[config.mk]
export PLATFORM = sky130hd
export DESIGN_NAME = xad_exec
export DESIGN_NICKNAME = d
export VERILOG_FILES = /design/src/rtl/xad_pkg.sv /design/src/rtl/xad_exec.sv
export SDC_FILE = /design/constraint.sdc
export NUM_CORES = 1
export LEC_CHECK = 0
export ABC_AREA = 1
export BUFFER_PORTS_ARGS = -buffer_cell sky130_fd_sc_hd__buf_2
export CAP_MARGIN = 20
export CORE_UTILIZATION = 52
export DETAILED_ROUTE_END_ITERATION = 10
export GPL_TIMING_DRIVEN = 0
export PLACE_DENSITY = 0.83
export SYNTH_ARGS = -nofsm -noshare
export SYNTH_HDL_FRONTEND = slang
export SYNTH_SLANG_ARGS = --single-unit
[constraint.sdc]
create_clock -name aclk -period 3.5 [get_ports aclk]
set_input_delay 0.35 -clock aclk [delete_from_list [all_inputs] [get_ports aclk]]
set_output_delay 0.35 -clock aclk [all_outputs]
set_load 0.01 [all_outputs]
[src/rtl/xad_pkg.sv]
// constants and types for the xor/abs/adc decode and execute block
package xad_pkg;
	// register byte offsets
	localparam logic [4:0] OFS_CTRL   = 5'h00;
	localparam logic [4:0] OFS_SRC    = 5'h04;
	localparam logic [4:0] OFS_DST    = 5'h08;
	localparam logic [4:0] OFS_RESULT = 5'h0c;
	localparam logic [4:0] OFS_STATUS = 5'h10;
	// control word fields
	localparam int CTRL_START   = 0;
	localparam int CTRL_OP_LSB  = 1;
	localparam int CTRL_SIZE    = 3;
	localparam int CTRL_SRC_LSB = 4;
	localparam int CTRL_DST_LSB = 8;
	localparam int CTRL_SRC_IMM = 12;
	localparam int CTRL_CARRY   = 13;
	localparam int CTRL_WAIT_LSB = 16;
	localparam int OP_W   = 2;
	localparam int CODE_W = 4;
	localparam int WAIT_W = 4;
	// status word fields
	localparam int ST_BUSY    = 0;
	localparam int ST_DONE    = 1;
	localparam int ST_SIGN    = 2;
	localparam int ST_ZERO    = 3;
	localparam int ST_CARRY   = 4;
	localparam int ST_ILLEGAL = 5;
	localparam int ST_LEN_LSB = 8;
	localparam int ST_CYC_LSB = 16;
	// operand field codes
	localparam logic [3:0] CODE_ADDR_REG_ZERO = 4'h4;
	localparam logic [3:0] CODE_ADDR_REG_ONE  = 4'h5;
	localparam logic [3:0] CODE_MEM_FIRST     = 4'h6;
	localparam logic [3:0] CODE_DSP8_FIRST    = 4'h8;
	localparam logic [3:0] CODE_DSP16_FIRST   = 4'hc;
	// base lengths and cycle counts
	localparam logic [3:0] BYTES_SHORT   = 4'h2;
	localparam logic [3:0] BYTES_IMM     = 4'h3;
	localparam logic [7:0] CYC_ABS_REG   = 8'h03;
	localparam logic [7:0] CYC_ABS_MEM   = 8'h05;
	localparam logic [7:0] CYC_IMM_REG   = 8'h02;
	localparam logic [7:0] CYC_IMM_MEM   = 8'h04;
	localparam logic [7:0] CYC_PAIR_BASE = 8'h02;
	// axi responses
	localparam logic [1:0] RESP_OKAY   = 2'b00;
	localparam logic [1:0] RESP_SLVERR = 2'b10;
	typedef enum logic [1:0] {
		XAD_OP_XOR     = 2'b00,
		XAD_OP_ABS     = 2'b01,
		XAD_OP_ADC_IMM = 2'b10,
		XAD_OP_ADC_REG = 2'b11
	} xad_op_type;
	typedef enum logic {
		XAD_IDLE = 1'b0,
		XAD_RUN  = 1'b1
	} xad_state_type;
	// decoded timing of one instruction
	typedef struct packed {
		logic [3:0] length;
		logic [7:0] cycles;
	} xad_timing_type;
	// whole state of the block
	typedef struct packed {
		xad_state_type state;
		logic          awready;
		logic          wready;
		logic          bvalid;
		logic [1:0]    bresp;
		logic          arready;
		logic          rvalid;
		logic [1:0]    rresp;
		logic [31:0]   rdata;
		logic          aw_got;
		logic          w_got;
		logic [4:0]    awaddr;
		logic [31:0]   wdata;
		logic [3:0]    wstrb;
		logic [31:0]   ctrl;
		logic [15:0]   src_val;
		logic [15:0]   dst_val;
		logic [15:0]   result;
		logic          busy;
		logic          done;
		logic          fin;
		logic          sign;
		logic          zero;
		logic          carry;
		logic          illegal;
		logic [3:0]    length;
		logic [7:0]    cycles;
		logic [7:0]    count;
	} xad_core_type;
	localparam xad_core_type XAD_CORE_RESET = '0;
endpackage

[src/rtl/xad_exec.sv]
// decode and execute unit for xor, abs and adc behind an axi4-lite slave
// Overview of operation
// - xor combines source and destination bit by bit and writes the result to the destination.
// - byte xor into an address register zero-extends the source and works at 16 bits.
// - byte xor from an address register uses only its low 8 bits as source.
// - the sign flag follows the most significant bit of the result.
// - the zero flag is set exactly when the result is zero.
// - displacement, absolute and immediate bytes count only when the operand form needs them.
// - length in bytes and execution cycles follow the timing tables.
// - software wait states add stall cycles for each memory access.
// - word size adds one byte to adc with an immediate operand.
//
// The register addresses and the AXI4-Lite register port were decided locally.
`timescale 1ns/1ns
`default_nettype none
module xad_exec (
	// clock and reset
	input  wire logic        aclk,
	input  wire logic        aresetn,
	// write address and data
	input  wire logic        awvalid,
	output logic             awready,
	input  wire logic [31:0] awaddr,
	input  wire logic        wvalid,
	output logic             wready,
	input  wire logic [31:0] wdata,
	input  wire logic [3:0]  wstrb,
	// write response
	output logic             bvalid,
	input  wire logic        bready,
	output logic [1:0]       bresp,
	// read address and data
	input  wire logic        arvalid,
	output logic             arready,
	input  wire logic [31:0] araddr,
	output logic             rvalid,
	input  wire logic        rready,
	output logic [31:0]      rdata,
	output logic [1:0]       rresp
);
	xad_pkg::xad_core_type r;
	xad_pkg::xad_core_type n;

	////////////////////////////////////////////////////////////////////////////
	// operand form decoding
	function automatic logic is_areg(input logic [3:0] code);
		is_areg = (code == xad_pkg::CODE_ADDR_REG_ZERO) || (code == xad_pkg::CODE_ADDR_REG_ONE);
	endfunction

	function automatic logic is_mem(input logic [3:0] code);
		is_mem = (code >= xad_pkg::CODE_MEM_FIRST);
	endfunction

	// extra bytes after the opcode for one operand form
	function automatic logic [3:0] ext_bytes(input logic [3:0] code);
		if (code == 4'hf || code >= xad_pkg::CODE_DSP16_FIRST) begin
			ext_bytes = 4'h2;
		end else if (code >= xad_pkg::CODE_DSP8_FIRST) begin
			ext_bytes = 4'h1;
		end else begin
			ext_bytes = 4'h0;
		end
	endfunction

	// length and total cycles for a control word
	function automatic xad_pkg::xad_timing_type decode(input logic [31:0] c);
		xad_pkg::xad_op_type op;
		logic [3:0] sc;
		logic [3:0] dc;
		logic       sz;
		logic       imm;
		logic       smem;
		logic       dmem;
		logic [7:0] wt;
		op   = xad_pkg::xad_op_type'(c[xad_pkg::CTRL_OP_LSB +: xad_pkg::OP_W]);
		sc   = c[xad_pkg::CTRL_SRC_LSB +: xad_pkg::CODE_W];
		dc   = c[xad_pkg::CTRL_DST_LSB +: xad_pkg::CODE_W];
		sz   = c[xad_pkg::CTRL_SIZE];
		wt   = {4'h0, c[xad_pkg::CTRL_WAIT_LSB +: xad_pkg::WAIT_W]};
		imm  = (op == xad_pkg::XAD_OP_ADC_IMM) || (op == xad_pkg::XAD_OP_XOR && c[xad_pkg::CTRL_SRC_IMM]);
		smem = is_mem(sc) && !imm && (op != xad_pkg::XAD_OP_ABS);
		dmem = is_mem(dc);
		if (op == xad_pkg::XAD_OP_ABS) begin
			decode.length = xad_pkg::BYTES_SHORT + ext_bytes(dc);
			decode.cycles = dmem ? xad_pkg::CYC_ABS_MEM : xad_pkg::CYC_ABS_REG;
		end else if (imm) begin
			decode.length = xad_pkg::BYTES_IMM + ext_bytes(dc) + {3'h0, sz};
			decode.cycles = dmem ? xad_pkg::CYC_IMM_MEM : xad_pkg::CYC_IMM_REG;
		end else begin
			decode.length = xad_pkg::BYTES_SHORT + ext_bytes(sc) + ext_bytes(dc);
			decode.cycles = xad_pkg::CYC_PAIR_BASE + {7'h0, smem} + {7'h0, dmem};
		end
		decode.cycles = decode.cycles + (smem ? wt : 8'h00) + (dmem ? wt : 8'h00);
	endfunction

	////////////////////////////////////////////////////////////////////////////
	// datapath on the latched operands
	xad_pkg::xad_op_type op;
	logic        size;
	logic        wide;
	logic [15:0] srcv;
	logic [15:0] dstv;
	logic [16:0] sum;
	logic [15:0] alu;
	logic [15:0] res;
	logic        res_sign;
	logic        res_zero;
	logic        res_carry;

	always_comb begin
		op   = xad_pkg::xad_op_type'(r.ctrl[xad_pkg::CTRL_OP_LSB +: xad_pkg::OP_W]);
		size = r.ctrl[xad_pkg::CTRL_SIZE];
		// a byte op into an address register runs at full width
		wide = size || is_areg(r.ctrl[xad_pkg::CTRL_DST_LSB +: xad_pkg::CODE_W]);
		// byte source keeps only its low byte, zero-extended
		srcv = size ? r.src_val : {8'h00, r.src_val[7:0]};
		dstv = wide ? r.dst_val : {8'h00, r.dst_val[7:0]};
		sum  = {1'b0, dstv} + {1'b0, srcv} + {16'h0000, r.ctrl[xad_pkg::CTRL_CARRY]};
		res_carry = r.carry;
		unique case (op)
			xad_pkg::XAD_OP_XOR: begin
				alu = dstv ^ srcv;
			end
			xad_pkg::XAD_OP_ABS: begin
				alu = (wide ? dstv[15] : dstv[7]) ? 16'h0000 - dstv : dstv;
			end
			xad_pkg::XAD_OP_ADC_IMM, xad_pkg::XAD_OP_ADC_REG: begin
				alu = sum[15:0];
				res_carry = wide ? sum[16] : sum[8];
			end
		endcase
		// byte results leave the destination high byte alone
		res      = wide ? alu : {r.dst_val[15:8], alu[7:0]};
		res_sign = wide ? alu[15] : alu[7];
		res_zero = wide ? (alu == 16'h0000) : (alu[7:0] == 8'h00);
	end

	////////////////////////////////////////////////////////////////////////////
	// bus slave and sequencer
	logic [31:0]                 ctrl_new;
	logic [31:0]                 status;
	logic                        go;
	xad_pkg::xad_timing_type     tim;

	always_comb begin
		n     = r;
		n.fin = 1'b0;
		go    = 1'b0;
		ctrl_new = r.ctrl;
		for (int i = 0; i < 4; i++) begin
			if (r.wstrb[i]) begin
				ctrl_new[8*i +: 8] = r.wdata[8*i +: 8];
			end
		end
		tim = decode(ctrl_new);
		status = 32'h0000_0000;
		status[xad_pkg::ST_BUSY]    = r.busy;
		status[xad_pkg::ST_DONE]    = r.done;
		status[xad_pkg::ST_SIGN]    = r.sign;
		status[xad_pkg::ST_ZERO]    = r.zero;
		status[xad_pkg::ST_CARRY]   = r.carry;
		status[xad_pkg::ST_ILLEGAL] = r.illegal;
		status[xad_pkg::ST_LEN_LSB +: 4] = r.length;
		status[xad_pkg::ST_CYC_LSB +: 8] = r.cycles;
		// write channel: address and data taken in either order
		if (awvalid && r.awready) begin
			n.aw_got = 1'b1;
			n.awaddr = awaddr[4:0];
		end
		if (wvalid && r.wready) begin
			n.w_got = 1'b1;
			n.wdata = wdata;
			n.wstrb = wstrb;
		end
		if (r.bvalid && bready) begin
			n.bvalid = 1'b0;
		end
		if (r.aw_got && r.w_got && !r.bvalid) begin
			n.aw_got = 1'b0;
			n.w_got  = 1'b0;
			n.bvalid = 1'b1;
			n.bresp  = xad_pkg::RESP_OKAY;
			// operands stay frozen while an instruction runs
			unique case (r.awaddr)
				xad_pkg::OFS_CTRL: begin
					if (!r.busy) begin
						n.ctrl = ctrl_new & ~(32'h1 << xad_pkg::CTRL_START);
						go = r.wstrb[0] && r.wdata[xad_pkg::CTRL_START];
					end
				end
				xad_pkg::OFS_SRC: begin
					if (!r.busy && r.wstrb[0]) n.src_val[7:0] = r.wdata[7:0];
					if (!r.busy && r.wstrb[1]) n.src_val[15:8] = r.wdata[15:8];
				end
				xad_pkg::OFS_DST: begin
					if (!r.busy && r.wstrb[0]) n.dst_val[7:0] = r.wdata[7:0];
					if (!r.busy && r.wstrb[1]) n.dst_val[15:8] = r.wdata[15:8];
				end
				xad_pkg::OFS_RESULT, xad_pkg::OFS_STATUS: begin
					n.bresp = xad_pkg::RESP_OKAY;
				end
				default: begin
					n.bresp = xad_pkg::RESP_SLVERR;
				end
			endcase
		end
		n.awready = !n.aw_got && !n.bvalid;
		n.wready  = !n.w_got && !n.bvalid;
		// read channel
		if (r.rvalid && rready) begin
			n.rvalid = 1'b0;
		end
		if (arvalid && r.arready) begin
			n.rvalid = 1'b1;
			n.rresp  = xad_pkg::RESP_OKAY;
			unique case (araddr[4:0])
				xad_pkg::OFS_CTRL:   n.rdata = r.ctrl;
				xad_pkg::OFS_SRC:    n.rdata = {16'h0000, r.src_val};
				xad_pkg::OFS_DST:    n.rdata = {16'h0000, r.dst_val};
				xad_pkg::OFS_RESULT: n.rdata = {16'h0000, r.result};
				xad_pkg::OFS_STATUS: n.rdata = status;
				default: begin
					n.rdata = 32'h0000_0000;
					n.rresp = xad_pkg::RESP_SLVERR;
				end
			endcase
		end
		n.arready = !n.rvalid;
		// sequencer: count the tabulated cycles plus wait states
		unique case (r.state)
			xad_pkg::XAD_IDLE: begin
				if (go) begin
					n.state  = xad_pkg::XAD_RUN;
					n.busy   = 1'b1;
					n.done   = 1'b0;
					n.length = tim.length;
					n.cycles = tim.cycles;
					n.count  = tim.cycles;
				end
			end
			xad_pkg::XAD_RUN: begin
				if (r.count <= 8'h01) begin
					n.state   = xad_pkg::XAD_IDLE;
					n.busy    = 1'b0;
					n.done    = 1'b1;
					n.fin     = 1'b1;
					n.dst_val = res;
					n.result  = res;
					n.sign    = res_sign;
					n.zero    = res_zero;
					n.carry   = res_carry;
					// flag the forbidden pairing but still execute it
					n.illegal = (op == xad_pkg::XAD_OP_XOR) && !size && !r.ctrl[xad_pkg::CTRL_SRC_IMM]
						&& is_areg(r.ctrl[xad_pkg::CTRL_SRC_LSB +: xad_pkg::CODE_W])
						&& is_areg(r.ctrl[xad_pkg::CTRL_DST_LSB +: xad_pkg::CODE_W]);
				end else begin
					n.count = r.count - 8'h01;
				end
			end
		endcase
	end

	// one register for the whole state
	always_ff @(posedge aclk) begin
		if (!aresetn) begin
			r <= xad_pkg::XAD_CORE_RESET;
		end else begin
			r <= n;
		end
	end

	assign awready = r.awready;
	assign wready  = r.wready;
	assign bvalid  = r.bvalid;
	assign bresp   = r.bresp;
	assign arready = r.arready;
	assign rvalid  = r.rvalid;
	assign rdata   = r.rdata;
	assign rresp   = r.rresp;

	logic [15:0] p_src;
	logic [15:0] p_dst;
	logic        x_op;
	assign x_op = (op == xad_pkg::XAD_OP_XOR) && !r.ctrl[xad_pkg::CTRL_SRC_IMM];
	always_ff @(posedge aclk) begin
		p_src <= r.src_val;
		p_dst <= r.dst_val;
	end
endmodule
`default_nettype wire

==> summary.txt <==
GRT
  – Overflow after GRT: 0
  – First-pass GRT wire length: about 47000 um
  – Pin count of the biggest net entering global routing: 19
  – Gr usage total: a little under a third
  – Antenna violations before repair: 1
  – Vias in the first global route: 9046

Power and ir drop
  – Clock power share: 42.0%
  – Seq pwr share: between 40 and 50%
  – Max VDD drop: ~0.37 mV
  – Switching Fraction: between 20% and 30%
  – Combinational share of power: under 10%
  – Total chip power: roughly 0.0046 W
  – PD cells: between 300 and 400 nW/um^2
  – Switch Pwr: between 0.001 and 0.0015 W
  – Internal power: about 0.0033 W
  – Leak: roughly 5 nW

Placement
  – Final HPWL DP: ~23000 um
  – PortBufs: 91
  – Placed insts: ~1800
  – Gp weighted congestion: ~1
  – Place WS: -0.5383 ns

Layout
  – Final net count: ~1700
  – Fillcell total: ~1700
  – Share of cells above drive strength 1: 16.21%
  – Area of the multi-input gates: 5090 um^2
  – Final Util: 61.30%
  – Seq. cell area: approximately 3700 um^2
  – # diodes: 0
  – Area Growth Syn to Fin: 15.65%
  – Post-route insts no fill: roughly 1800

Detailed routing
  – # DRC: 0
  – 1st-iter DRT viols: between 1000 and 1500
  – Vias per cell: between 5 and 6
  – Drt pass-1 iters: 6
  – WL/cell: between 15 and 20 um
  – Overall routed net length: 30220 um
  – Antenna Nets Post-Route: 0
  – Total number of vias: 10110

Floorplan
  – DIE HEIGHT: between 100 and 150 um
  – Die Area: between 15000 and 20000 um^2
  – Initial core utilization: a little over half
  – Core Box Area: ~19000 um^2
  – Die X: approximately 140 um
  – Row count: 50
  – I/O pin cnt: 148

Logic synthesis
  – Sequential fraction of the synthesis area: roughly 38%
  – Synth Register Bits: ~190
  – Mapped Area: 9916 um^2
  – Main flop type after synthesis: dfxtp_1
  – Fraction of registers with async set/reset: 0%
  – Post-synthesis instance total: 1444
  – Yosys cell types: 51
  – Synth area leader: dfxtp_1
  – Largest cells by area after synthesis: dfxtp_1, nand2_1, o21ai_0
  – Syn_area_per_cell: around 6.9 um^2
  – Area share of the largest cell type after synthesis: 37.55%
  – EDFF count, synth: 0
  – Ys Warns: 0

Flow run
  – Max Cap Violations: 0

STA
  – Min Hold Slack: around 0.15 ns
  – Fin. Hold Viols: 0
  – Rel. slew slack: a little over a third
  – Slew @ Worst Pin: approximately 0.96 ns
  – Setup WS post-layout: about 0.16 ns
  – Max Clk Rate: ~300 MHz
  – Final Skew: approximately 0.008 ns
  – Crit path time final: approximately 3.3 ns
  – Final setup violation count: 0
  – Final period util: between 90% and 100%
  – Final number of max-transition violations: 0

Clock network
  – CTS Buf Count: 17
  – Root buf cell: clkbuf_16
  – Clk buf depth: 2
  – Clock latency on the worst-skew pair: 0.45 ns
  – Htree depth: 4
  – CTS sink count: about 190
  – TritonCTS clock tree: built
  – Clk slew on worst S/H paths: around 0.07 ns
  – Hold-fix buffers at CTS: 0

Worst setup path
  – Endpoint class of the critical path: flip-flop
  – Crit path launch type: flip-flop
  – Crit Path Category: flip-flop to flip-flop
  – Crit path DAT: 3.68 ns
  – Worst Path Required: 3.84 ns
  – Crit Path Max Fanout: 7

Run status
  – Status: complete, no violations

Min path
  – Hold crit path type: primary input to flip-flop
## power by group through the flow
stage / combinational, W / clock, W / sequential [W]
CTS: 0.000401 / 0.00193 / 0.00221
floorplan: 0.000248 / 0 / 0.00224
global placement: 0.000374 / 0 / 0.00225
detailed placement: 0.000383 / 0 / 0.00226
finish: 0.000439 / 0.00192 / 0.00221
global route: 0.000485 / 0.00202 / 0.00222
## path summary, 6_finish.rpt
check | start | slack [ns] | cells past startpoint | to
max | r[108] | 0.16 | 18 | r[5]
min | wdata[3] | 0.15 | 3 | r[114]
max reg2reg | r[108] | 0.16 | 18 | r[5]
min reg2reg | r[148] | 0.44 | 1 | wready
## through the flow
stage / setup TNS (ns) / cell area [um^2]
final: 0 / 11470
after detailed placement: -3.235 / 10670
after global placement: -2.656 / 10670
after CTS: 0 / 11320
after floorplan: 0 / 9920
after global routing: -0.01224 / 11470
## Yosys cell counts, types with 7 or more instances
| cell type | count |
|---|---|
| a21oi_1 | 115 |
| o2111ai_1 | 9 |
| nand3_1 | 58 |
| o21ai_0 | 189 |
| o211ai_1 | 12 |
| ha_1 | 26 |
| buf_4 | 39 |
| clkbuf_1 | 37 |
| dfxtp_1 | 186 |
| o21ai_1 | 10 |
| nand2_1 | 282 |
| inv_1 | 178 |
| nor2_1 | 171 |
| nand2_2 | 7 |
| o221ai_1 | 8 |
| a211oi_1 | 19 |
| nor3_1 | 11 |
| inv_2 | 11 |
## critical path: stages, from the launching register on
cell      delay [ns]
dfxtp_4         0.37
o21ai_0         0.18
inv_1           0.11
o21ai_4         0.18
inv_2           0.08
nor2_4          0.14
inv_4           0.06
nor2_4          0.14
ha_4            0.21
o21ai_1         0.13
inv_1           0.08
fa_2            0.39
ha_2            0.21
fa_2            0.39
nand2_1         0.08
a21boi_1        0.09
nand2_1         0.10
o41ai_2         0.08
a32o_1          0.22
## cells in the final DEF (no fill, tap or decap), types with 6 or more instances in the layout
| master | count |
|---|---|
| a211oi_1 | 19 |
| a21oi_1 | 113 |
| buf_2 | 95 |
| buf_4 | 51 |
| clkbuf_1 | 37 |
| clkbuf_16 | 17 |
| dfxtp_1 | 183 |
| ha_1 | 24 |
| inv_1 | 168 |
| inv_2 | 19 |
| inv_6 | 7 |
| nand2_1 | 282 |
| nand2_2 | 7 |
| nand3_1 | 58 |
| nor2_1 | 168 |
| nor3_1 | 11 |
| o2111ai_1 | 9 |
| o211ai_1 | 12 |
| o21ai_0 | 182 |
| o21ai_1 | 12 |
| o221ai_1 | 8 |
| or2_2 | 6 |
## layer usage
metal	vias to the layer above	global-route usage, %	part of all wire, %
li1	4948	-	-
met1	4588	41.59	43
met2	506	48.26	44
met3	71	6.803	10
met4	0	13.36	3.2
met5	-	0	0
## flip-flops by register name (all words and copies together) (netlist names)
| signal | cells |
|---|---|
| r | 145 |
| rdata | 32 |
| op | 2 |
| arready | 1 |
| awready | 1 |
| bresp | 1 |
| bvalid | 1 |
| rresp | 1 |
| rvalid | 1 |
| wready | 1 |
## layout make-up
class	count	share of cell area (%)
Timing Repair Buffer	103	4.757
Clock inverter	15	1.364
Multi-Input combinational cell	980	44.39
Clock buffer	17	3.710
Inverter	192	6.350
Buffer	86	4.332
Sequential cell	186	32.55
Tap cell	234	2.553
## timing repair
action                     4_1_cts  5_1_grt
pin swaps                        1       10
setup endpoints to repair        8        8
buffers inserted                 2       10
resized for setup               23       28
## logic make-up after synthesis
kind of cell / after synthesis / synth area share [%]
other: 1 / 0.03782
and+or+nand+nor: 559 / 23.97
DFF: 186 / 37.55
buffers and inverters: 279 / 12.23
AOI/OAI and AO/OA: 383 / 21.36
xor gates and xnor gates: 4 / 0.3534
adders and majority gates: 32 / 4.492
No activity file was read; power rests on OpenSTA's default activity.
